`src/design/status_gate_regs.svh`:
```
// Register offsets, field positions, reset values and frame counts of the status and mode gate
`ifndef STATUS_GATE_REGS_SVH
`define STATUS_GATE_REGS_SVH

`define ADDR_MODE_CONTROL      8'hC1
`define ADDR_EVENT_STATUS      8'hC6
`define ADDR_PROGRAM_PORT      8'hC8
`define ADDR_EVENT_MASK        8'hCE

`define STATUS_PENDING_BIT     15
`define STATUS_PROG_READY_BIT  0
`define STATUS_SYNTH_BIT       1
`define MASK_MASTER_BIT        15
`define STATUS_STICKY_MASK     15'h7FFC

`define MODE_RESET             2'h0
`define MASK_RESET             16'h0000
`define FLAGS_RESET            15'h0000

`define ADDR_BITS              8
`define WORD_BITS              16
`define ADDR_LAST_BIT          5'h07
`define FRAME_LAST_BIT         5'h17

`endif

```
`src/design/status_gate_pkg.sv`:
```
// Types shared by the status and mode gate
package status_gate_pkg;

    // Operating mode in the two low bits of the mode register
    typedef enum logic [1:0] {
        MODE_IDLE     = 2'h0,
        MODE_RECEIVE  = 2'h1,
        MODE_TRANSMIT = 2'h2,
        MODE_RESERVED = 2'h3
    } op_mode_t;

    // Serial frame sequencer, one-hot
    typedef enum logic [3:0] {
        FRAME_ADDR  = 4'h1,
        FRAME_WRITE = 4'h2,
        FRAME_READ  = 4'h4,
        FRAME_SKIP  = 4'h8
    } frame_state_t;

    // Clock control defaults held in the third program block
    typedef struct packed {
        logic [7:0] slow_setting;
        logic [7:0] fast_setting;
    } clock_defaults_t;

    // Word handed to the program-block loader
    typedef struct packed {
        logic        valid;
        logic [15:0] data;
    } program_word_t;

endpackage

```
`src/design/status_interrupt_and_mode_gate.sv`:
```
// Status flags, interrupt line, mode register and program port behind the serial control bus
`include "status_gate_regs.svh"

module status_interrupt_and_mode_gate
    import status_gate_pkg::*;
(
    input  wire logic            clk_sys_in,
    input  wire logic            reset_n_in,
    input  wire logic            select_n_in,
    input  wire logic            serial_clock_in,
    input  wire logic            command_data_in,
    output logic                 reply_data_out,
    output logic                 reply_enable_out,
    output logic                 host_alert_n_out,
    input  wire logic [14:2]     event_set_in,
    input  wire logic            synth_channel_flag_in,
    input  wire clock_defaults_t clock_defaults_in,
    output program_word_t        program_word_out,
    input  wire logic            program_taken_in,
    output op_mode_t             mode_out,
    output logic                 fast_clock_out,
    output logic [7:0]           clock_setting_out
);

    ////////////////////////////////////////////////////////////////////////////
    // Pin synchronisers

    logic         select_s1;
    logic         select_s2;
    logic         sclk_s1;
    logic         sclk_s2;
    logic         sclk_s3;
    logic         data_s1;
    logic         data_s2;

    // Two flops on every pin; the third clock flop only feeds edge detection
    always_ff @(posedge clk_sys_in or negedge reset_n_in) begin
        if (!reset_n_in) begin
            select_s1 <= 1'b1;
            select_s2 <= 1'b1;
            sclk_s1   <= 1'b1; // Idle high, so no false edge after reset
            sclk_s2   <= 1'b1;
            sclk_s3   <= 1'b1;
            data_s1   <= 1'b0;
            data_s2   <= 1'b0;
        end else begin
            select_s1 <= select_n_in;
            select_s2 <= select_s1;
            sclk_s1   <= serial_clock_in;
            sclk_s2   <= sclk_s1;
            sclk_s3   <= sclk_s2;
            data_s1   <= command_data_in;
            data_s2   <= data_s1;
        end
    end

    logic sclk_rise;
    logic sclk_fall;
    assign sclk_rise = sclk_s2 & ~sclk_s3 & ~select_s2;
    assign sclk_fall = ~sclk_s2 & sclk_s3 & ~select_s2;

    ////////////////////////////////////////////////////////////////////////////
    // Serial frame: 8 address bits then 16 data bits, MSB first

    frame_state_t state;
    logic [4:0]   bit_count;
    logic [14:0]  shift_in;
    logic [7:0]   addr_now;
    logic [15:0]  word_now;
    logic [7:0]   write_addr;
    logic         addr_done;
    logic         write_done;
    logic         status_read;

    assign addr_now    = {shift_in[6:0], data_s2};
    assign word_now    = {shift_in, data_s2};
    assign addr_done   = sclk_rise && (state == FRAME_ADDR) && (bit_count == `ADDR_LAST_BIT);
    assign write_done  = sclk_rise && (state == FRAME_WRITE) && (bit_count == `FRAME_LAST_BIT);
    assign status_read = addr_done && (addr_now == `ADDR_EVENT_STATUS);

    // Deselect always restarts the frame, so a torn frame writes nothing
    always_ff @(posedge clk_sys_in or negedge reset_n_in) begin
        if (!reset_n_in) begin
            state      <= FRAME_ADDR;
            bit_count  <= 5'h00;
            shift_in   <= 15'h0000;
            write_addr <= 8'h00;
        end else if (select_s2) begin
            state     <= FRAME_ADDR;
            bit_count <= 5'h00;
        end else if (sclk_rise) begin
            shift_in  <= word_now[14:0];
            bit_count <= (bit_count == `FRAME_LAST_BIT) ? bit_count : bit_count + 5'h01;
            case (state)
                FRAME_ADDR: begin
                    if (bit_count == `ADDR_LAST_BIT) begin
                        write_addr <= addr_now;
                        // Unlisted addresses are swallowed without effect
                        if (addr_now == `ADDR_EVENT_STATUS) begin
                            state <= FRAME_READ;
                        end else if (addr_now == `ADDR_MODE_CONTROL || addr_now == `ADDR_PROGRAM_PORT ||
                                     addr_now == `ADDR_EVENT_MASK) begin
                            state <= FRAME_WRITE;
                        end else begin
                            state <= FRAME_SKIP;
                        end
                    end
                end
                FRAME_WRITE: begin
                    if (bit_count == `FRAME_LAST_BIT) begin
                        state <= FRAME_SKIP;
                    end
                end
                FRAME_READ: begin
                    state <= FRAME_READ;
                end
                default: begin
                    state <= FRAME_SKIP;
                end
            endcase
        end
    end

    ////////////////////////////////////////////////////////////////////////////
    // Mode register and clock speed

    // Reserved code is stored but keeps the slow clock
    always_ff @(posedge clk_sys_in or negedge reset_n_in) begin
        if (!reset_n_in) begin
            mode_out <= op_mode_t'(`MODE_RESET);
        end else if (write_done && write_addr == `ADDR_MODE_CONTROL) begin
            mode_out <= op_mode_t'(word_now[1:0]);
        end
    end

    // Speed follows the mode register with no host step
    always_ff @(posedge clk_sys_in or negedge reset_n_in) begin
        if (!reset_n_in) begin
            fast_clock_out    <= 1'b0;
            clock_setting_out <= 8'h00;
        end else begin
            fast_clock_out    <= (mode_out == MODE_RECEIVE) || (mode_out == MODE_TRANSMIT);
            clock_setting_out <= fast_clock_out ? clock_defaults_in.fast_setting
                                                : clock_defaults_in.slow_setting;
        end
    end

    ////////////////////////////////////////////////////////////////////////////
    // Program port, open only in idle

    logic program_ready;
    assign program_ready = (mode_out == MODE_IDLE) && !program_word_out.valid;

    // A write while not ready is dropped rather than overwriting a waiting word
    always_ff @(posedge clk_sys_in or negedge reset_n_in) begin
        if (!reset_n_in) begin
            program_word_out <= '0;
        end else if (write_done && write_addr == `ADDR_PROGRAM_PORT && program_ready) begin
            program_word_out.valid <= 1'b1;
            program_word_out.data  <= word_now;
        end else if (program_taken_in) begin
            program_word_out.valid <= 1'b0;
        end
    end

    ////////////////////////////////////////////////////////////////////////////
    // Mask register

    logic [15:0] mask;
    logic [15:0] next_mask;
    assign next_mask = (write_done && write_addr == `ADDR_EVENT_MASK) ? word_now : mask;

    always_ff @(posedge clk_sys_in or negedge reset_n_in) begin
        if (!reset_n_in) begin
            mask <= `MASK_RESET;
        end else begin
            mask <= next_mask;
        end
    end

    ////////////////////////////////////////////////////////////////////////////
    // Status flags and pending bit

    logic [14:0] flags;
    logic [14:0] next_flags;
    logic [14:0] flags_after_clear;
    logic [14:0] flag_rise;
    logic        pending;
    logic        pending_set;

    // Sticky flags: set beats the read clear; bits 0 and 1 are live levels
    always_comb begin
        flags_after_clear = status_read ? (flags & ~`STATUS_STICKY_MASK) : flags;
        next_flags        = flags_after_clear | ({event_set_in, 2'b00} & `STATUS_STICKY_MASK);
        next_flags[`STATUS_PROG_READY_BIT] = program_ready;
        next_flags[`STATUS_SYNTH_BIT]      = synth_channel_flag_in;
        flag_rise         = next_flags & ~flags_after_clear;
    end

    // Compared against post-clear flags so a same-cycle event still raises pending
    assign pending_set = |(flag_rise & next_mask[14:0])
                       | |(next_mask[14:0] & ~mask[14:0] & next_flags);

    always_ff @(posedge clk_sys_in or negedge reset_n_in) begin
        if (!reset_n_in) begin
            flags   <= `FLAGS_RESET;
            pending <= 1'b0;
        end else begin
            flags   <= next_flags;
            pending <= pending_set ? 1'b1 : (status_read ? 1'b0 : pending);
        end
    end

    assign host_alert_n_out = ~(pending & mask[`MASK_MASTER_BIT]);

    ////////////////////////////////////////////////////////////////////////////
    // Reply shifter for status reads

    logic [15:0] reply_shift;

    // Snapshot taken before the clear lands; bits move out on serial clock falls
    always_ff @(posedge clk_sys_in or negedge reset_n_in) begin
        if (!reset_n_in) begin
            reply_shift      <= 16'h0000;
            reply_data_out   <= 1'b0;
            reply_enable_out <= 1'b0;
        end else if (select_s2) begin
            reply_enable_out <= 1'b0;
        end else if (status_read) begin
            reply_shift      <= {pending, flags};
            reply_enable_out <= 1'b1;
        end else if (sclk_fall && state == FRAME_READ) begin
            reply_data_out <= reply_shift[`WORD_BITS-1];
            reply_shift    <= {reply_shift[14:0], 1'b0};
        end
    end

endmodule // status_interrupt_and_mode_gate

```
`config.mk`:
```
export PLATFORM = sky130hd
export DESIGN_NAME = status_interrupt_and_mode_gate
export DESIGN_NICKNAME = d
export VERILOG_FILES = /design/src/design/status_gate_pkg.sv /design/src/design/status_interrupt_and_mode_gate.sv
export VERILOG_INCLUDE_DIRS = /design/src /design/src/design
export SDC_FILE = /design/constraint.sdc
export NUM_CORES = 1
export LEC_CHECK = 0
export ABC_AREA = 1
export BUFFER_PORTS_ARGS = -buffer_cell sky130_fd_sc_hd__buf_2
export CAP_MARGIN = 5
export CORE_MARGIN = 5
export CORE_UTILIZATION = 60
export CTS_CLUSTER_SIZE = 40
export DETAILED_ROUTE_END_ITERATION = 8
export PLACE_DENSITY = 0.91
export SLEW_MARGIN = 40
export SYNTH_ARGS = -nofsm -noshare
export SYNTH_HDL_FRONTEND = slang
export SYNTH_SLANG_ARGS = --single-unit
```
`constraint.sdc`:
```
create_clock -name clk_sys_in -period 5 [get_ports clk_sys_in]
set_input_delay 0.25 -clock clk_sys_in [delete_from_list [all_inputs] [get_ports clk_sys_in]]
set_output_delay 0.25 -clock clk_sys_in [all_outputs]
set_load 0.1 [all_outputs]
```
======== Word level (Yosys, flattened, before mapping) ========
Index checks and enable logic that the tools add are counted.
word-level totals
  register bits ........................... 117
  input bits .............................. 36
  output and inout port bits .............. 31
  logic and storage cells ................. 109
cells by class
  add/subtract/negate cells ............... 1
  eq/ne operators ......................... 17
  muxes and demuxes ....................... 21
  bitwise gates (word level) .............. 18
  reduce and logical (&&, ||, !) cells .... 29
operators with widths
  cell                                                             number
  15-bit AND                                                       4
  8-bit == test, second input constant                             7
  16-bit two-way mux                                               2
  15-bit two-way mux                                               2
  15-bit inverter                                                  2
  15-bit OR reduction                                              2
  4-bit two-way mux                                                6
  5-bit two-way mux                                                3
  15-bit OR                                                        1
  4-bit one-hot mux with 3 select lines                            1
  1-bit logical AND                                                11
  2-bit nonzero test                                               5
  8-bit two-way mux                                                1
  1-bit two-way mux                                                6
  3-bit by 2-bit != test with 1-bit output, second input constant  2
  2-bit AND reduction                                              3
  3-bit AND reduction                                              2
  5-bit by 1-bit adder with 5-bit output, second input constant    1
  1-bit AND                                                        5
  5-bit by 3-bit == test with 1-bit output, second input constant  1
  5-bit == test, second input constant                             1
  1-bit inverter                                                   5
  4-bit by 1-bit == test with 1-bit output, second input constant  1
  4-bit by 2-bit == test with 1-bit output, second input constant  1
  9 further kinds                                                  11

======== Logic depth before layout (Yosys ltp) ========
  word-level depth ........................ 13
  mapped depth ............................ 15
  mapped depth without buffers ............ 14

======== Least setup slack after synthesis ========
OpenSTA, ideal clock, no wires.
  path type ............................... register to register
  from .................................... reg mode_out[0]
  to ...................................... reg program_word_out[15] in the netlist's numbering
  setup time .............................. 83 ps
  data arrival time ....................... 1945 ps
  data required time ...................... 4917 ps
  setup slack ............................. 2972 ps
  cell stages (with the launch flop) ...... 9
  buffers on the path ..................... 1
  clock period less this slack ............ 2028 ps
  cells stage by stage .................... dfrtp_1 inv_1 ha_1 nand2_1 nor3_1 nand2_1 clkbuf_1 nand2_1 o21ai_0
on the way
  longest elaborated chain between the ends .. 3
ends and longest elaborated chain
  element                 line                                   source
  start, declared         status_interrupt_and_mode_gate.sv:20   output op_mode_t mode_out,
  start signal, assigned  status_interrupt_and_mode_gate.sv:130  mode_out <= op_mode_t'(`MODE_RESET);
  start signal, assigned  status_interrupt_and_mode_gate.sv:132  mode_out <= op_mode_t'(word_now[1:0]);
  2-bit zero test         status_interrupt_and_mode_gate.sv:152  assign program_ready = (mode_out == MODE_IDLE) && !program_word_out.valid;
  1-bit logical AND       status_interrupt_and_mode_gate.sv:152
  1-bit logical AND       status_interrupt_and_mode_gate.sv:158  end else if (write_done && write_addr == `ADDR_PROGRAM_PORT && program_ready) begin
  end, declared           status_interrupt_and_mode_gate.sv:18   output program_word_t program_word_out,
Every way passes these cells.
A chain may end at the register's enable or synchronous reset.

======== Worst setup path in the final report ========
  from .................................... reg sclk_s2
  to ...................................... reg reply_shift[15]
on the way
  longest elaborated chain between the ends .. 7
  elaborated cells on any way between the ends .. 12
  those cells by class .................... 1 x mux; 5 x bitwise; 6 x reduce/logical
ends and longest elaborated chain
  element                               line                                   source
  start, declared                       status_interrupt_and_mode_gate.sv:31   logic sclk_s2;
  start signal, assigned                status_interrupt_and_mode_gate.sv:50   sclk_s2 <= sclk_s1;
  1-bit AND (2 in series)               status_interrupt_and_mode_gate.sv:59   assign sclk_rise = sclk_s2 & ~sclk_s3 & ~select_s2;
  1-bit logical AND (2 in series)       status_interrupt_and_mode_gate.sv:77   assign addr_done = sclk_rise && (state == FRAME_ADDR) && (bit_count == `ADDR_LAST_BIT);
  1-bit logical AND                     status_interrupt_and_mode_gate.sv:79   assign status_read = addr_done && (addr_now == `ADDR_EVENT_STATUS);
  2-bit nonzero test (no source line)   --
  2-bit AND reduction (no source line)  --
  end signal, assigned                  status_interrupt_and_mode_gate.sv:230  reply_shift <= {pending, flags};
  end signal, assigned                  status_interrupt_and_mode_gate.sv:234  reply_shift <= {reply_shift[14:0], 1'b0};
  end, declared                         status_interrupt_and_mode_gate.sv:219  logic [15:0] reply_shift;
Parallel ways exist; a longest one is shown, timed or not.

==> results.txt <==
The run finished with clean final reports. The critical path goes through nand3_2 -> nor2_4 -> nand3_4 -> nand2_2 -> inv_1 -> o21ai_0. The post-synthesis net count came out at 636. In the post-synthesis netlist, the biggest area contributors are sky130_fd_sc_hd__dfrtp_1 54%, sky130_fd_sc_hd__nand2_1 14%, sky130_fd_sc_hd__o21ai_0 5.4%, sky130_fd_sc_hd__inv_1 3.9%, sky130_fd_sc_hd__nor2_1 3.6%.

OpenSTA, run right after detailed placement, puts the worst setup slack at 2.42 ns. Measured along the x axis, the die boundary spans 103 um. DRC violation count after routing: 0. In the post-synthesis netlist, the cell with the most instances is sky130_fd_sc_hd__nand2_1. After Yosys synthesis, and, or, nand and nor cells account for 25.1% of the synthesized area.

The worst setup path is captured at a register. Worst relative slew slack: 58.4%. Of the post-synthesis cell area, the dominant cell type holds 53.7%.

The final route contains 4707 vias. After synthesis, the mean cell area works out to 8.66 um^2. The number of flops mapped to enable cells by yosys was 0; the clock-pin slew reported for the worst setup and hold paths after clock tree synthesis was 0.06 ns. The total routing resource utilization after global routing came out at 29.7%. Counting every instance in the synthesized netlist gives 598.

The global placement routability congestion was 0.871; the antenna diode count was 0. Once detailed placement completed, the half-perimeter wirelength came to 7860 um. The cell taking the most area after synthesis was sky130_fd_sc_hd__dfrtp_1.

The data arrival time at the worst-slack endpoint came out at 3.21 ns. During placement, the flow inserted port buffers numbering 66. The multiplexer fraction of the synthesized cell area was 1.96%. Setup violations remaining at the end of the flow were counted as 0. Synthesis inferred 117 register bits. The cell family contributing the most delay on the critical path is simple AND/OR/NAND/NOR gates. CTS saw 117 sinks. The relative area change from synthesis to final layout works out to 24.5%. The actual transition at the worst max-transition pin came out at 0.623 ns. For this design the ratio of total power to cell area is 370 nW/um^2.

The maximum single-stage delay on the critical path came out at 0.57 ns. TritonCTS built the clock tree. Share of synthesized flip-flops with an asynchronous set or reset: 100%. Combinational family with the most area after synthesis: simple AND/OR/NAND/NOR gates. The clock tree synthesis step divided the H-tree into 4 levels. The clock arrives with 0.0185 ns of skew.

The pin count of the biggest net entering global routing was 70. The static power due to leakage is 0.00327 uW. The post-synthesis sequential area ratio is 56.7%, and the number of warnings printed during yosys synthesis is 0.

For the aggregate negative setup slack, the log shows 0 ns. The minimum period implied by the final worst setup slack is 2.79 ns, and the area enclosed by the die boundary is 10600 um^2. The logs give 0 for the number of slew-limit violations in the final report and 5.41 ns for the required arrival time at the worst endpoint.

The logs give 0.358 GHz for the achievable clock frequency and 62.4% for the starting utilization of the core area. The detail route stage leaves a number of antenna-violating nets equal to 0. Buffer and inverter count on the worst path: 1. Of all nets on the critical path, the largest fanout is 44. Summing the areas of all compound-gate instances in the mapped netlist gives 9.23% of the synthesized area. Setup repair after global routing left no endpoint under its margin. Ranked by instance count, the synthesized netlist is headed by 191 x sky130_fd_sc_hd__nand2_1, 111 x sky130_fd_sc_hd__dfrtp_1, 56 x sky130_fd_sc_hd__o21ai_0. The peak supply drop is 342 uV. The tightest min-delay check is of the input port to register type.

The synthesized netlist contains 33 unique library cells. The final hold violation count was 0; the number of core rows was 33. Buffers inserted during clock tree synthesis total 17. The pre-antenna-repair detailed-routing pass consisted of 5 iterations. The residual overflow from global routing came out at 0.

STA classifies the critical path startpoint as a register. The via count of the first global-routing pass came out at 4789. The number of antenna violations at the first check in global routing is 0, and the final critical-path setup slack is 2.21 ns.

The logs give 5180 um^2 for the cell area after technology mapping and 0.53 ns for the latest clock arrival within the worst-skew pair. The share of post-route cells with drive strength above 1 came out at 19.9%. The root buffer cell was sky130_fd_sc_hd__clkbuf_8. After Yosys synthesis, XOR and XNOR cells account for 0% of the synthesized area.

The core footprint is 8300 um^2, and the y dimension of the die is 103 um. The net count of the finished layout is 735. Standard cell with the maximum stage delay on the critical path: sky130_fd_sc_hd__dfstp_2. Of the total synthesized cell area, the portion taken by full adders, half adders and majority gates is 0.483%. The clock passes through at most 2 buffers. In this run, the number of DRC markers left after iteration 0 of detailed routing was 526. The predominant post-synthesis flop cell is sky130_fd_sc_hd__dfrtp_1. The worst path uses 55.9% of the clock period. The tools report the I/O pin count as 67.

The ratio of routed vias to standard cells was 5.78. The first-pass GRT wire length was 23900 um; the number of max-cap violations was 0. After detailed routing, the average wire length per cell comes to 17.7 um. After detailed routing, the total wire length is 14400 um. By startpoint and endpoint, the worst setup path is classified as register to register.
[metrics by stage]
step / total power, uW / cells / cell area [um^2] / utilization (%) / hold slack [ns]
3_3_place_gp: 1150 / 751 / 5540 / 66.7 / 0.292
2_1_floorplan: 1100 / 598 / 5180 / - / -0.0456
6_report: 2380 / 814 / 6450 / 77.7 / 0.0225
3_5_place_dp: 1160 / 751 / 5540 / 66.7 / 0.299
4_1_cts: 2370 / 814 / 6440 / 77.6 / 0.000182
5_1_grt: 2450 / 814 / 6450 / 77.7 / 0.0215
[where the power goes]
group / internal (uW) / switching [uW]
clock network: 779 / 423
registers: 980 / 35.7
logic: 53.9 / 112
total: 1810 / 571
[worst reg2reg max path, delay by kind of cell (launching register included)]
family                 cells  cell delay [ns]
and+or+nand+nor            4             1.69
DFF                        1             0.57
AOI/OAI and AO/OA          1             0.26
buffers and inverters      1             0.17
[timing repair]
item,in CTS,in global routing
hold buffers,32,0
hold endpoints to repair,71,0
gates resized for setup,0,0
setup buffers,0,0
[registers in the layout (all words and copies together), names as in the netlist, 2 cells and up]
name / count
mask: 16
mode_out: 2
bit_count: 5
clock_setting_out: 8
state: 4
write_addr: 8
shift_in: 15
flags: 15
program_word_out: 17
reply_shift: 16
[cell usage in the layout (no fill, tap or decap), types with 4 or more instances in the layout]
master / instances
sky130_fd_sc_hd__dfrtp_1: 111
sky130_fd_sc_hd__mux2_2: 9
sky130_fd_sc_hd__clkbuf_16: 16
sky130_fd_sc_hd__a31oi_1: 13
sky130_fd_sc_hd__inv_2: 5
sky130_fd_sc_hd__nand2_1: 190
sky130_fd_sc_hd__dlygate4sd3_1: 32
sky130_fd_sc_hd__dfstp_2: 6
sky130_fd_sc_hd__nand3_1: 25
sky130_fd_sc_hd__buf_2: 65
sky130_fd_sc_hd__nand2_2: 13
sky130_fd_sc_hd__clkinv_2: 4
sky130_fd_sc_hd__o21ai_0: 56
sky130_fd_sc_hd__nor2_1: 49
sky130_fd_sc_hd__inv_1: 54
sky130_fd_sc_hd__a21oi_1: 20
[routing by layer]
layer,track usage (%),vias to the layer above,routed length (um)
li1,-,2106,-
met1,37.6,2217,5520
met2,48.1,308,7000
met3,6.29,76,1100
met4,16.1,0,803
met5,0,-,0
[kinds of logic (layout without fill, tap and decap cells)]
logic type	count (synthesis)	after routing
buf+inv	79	190
compound gates	91	91
fa+ha+maj	2	2
simple gates	300	300
flops	117	117
mux	9	9
[path summary, 6_finish.rpt]
kind                       depth (start not counted)                          end  slack (ns)               from
max in group asynchronous                          3   reply_shift[3]$_DFFE_PN0P_        3.68         reset_n_in
min in group asynchronous                          2    write_addr[1]$_DFFE_PN0P_        0.29         reset_n_in
setup reg to reg                                   6  reply_shift[15]$_DFFE_PN0P_        2.21  sclk_s2$_DFF_PN1_
hold reg to reg                                    0            data_s2$_DFF_PN0_        0.35  data_s1$_DFF_PN0_
setup / recovery                                   6  reply_shift[15]$_DFFE_PN0P_        2.21  sclk_s2$_DFF_PN1_
hold / removal                                     3           flags[4]$_DFF_PN0_        0.02    event_set_in[4]
[final cells by class]
class                           count  area, um^2
Clock buffer                       22         453
Clock inverter                      9         128
Fill cell                         463        1850
Inverter                           60         226
Multi-Input combinational cell    402        1910
Sequential cell                   117        2940
Tap cell                          105         131
Timing Repair Buffer               99         664
Note: power is estimated with default switching activity, not from simulation.
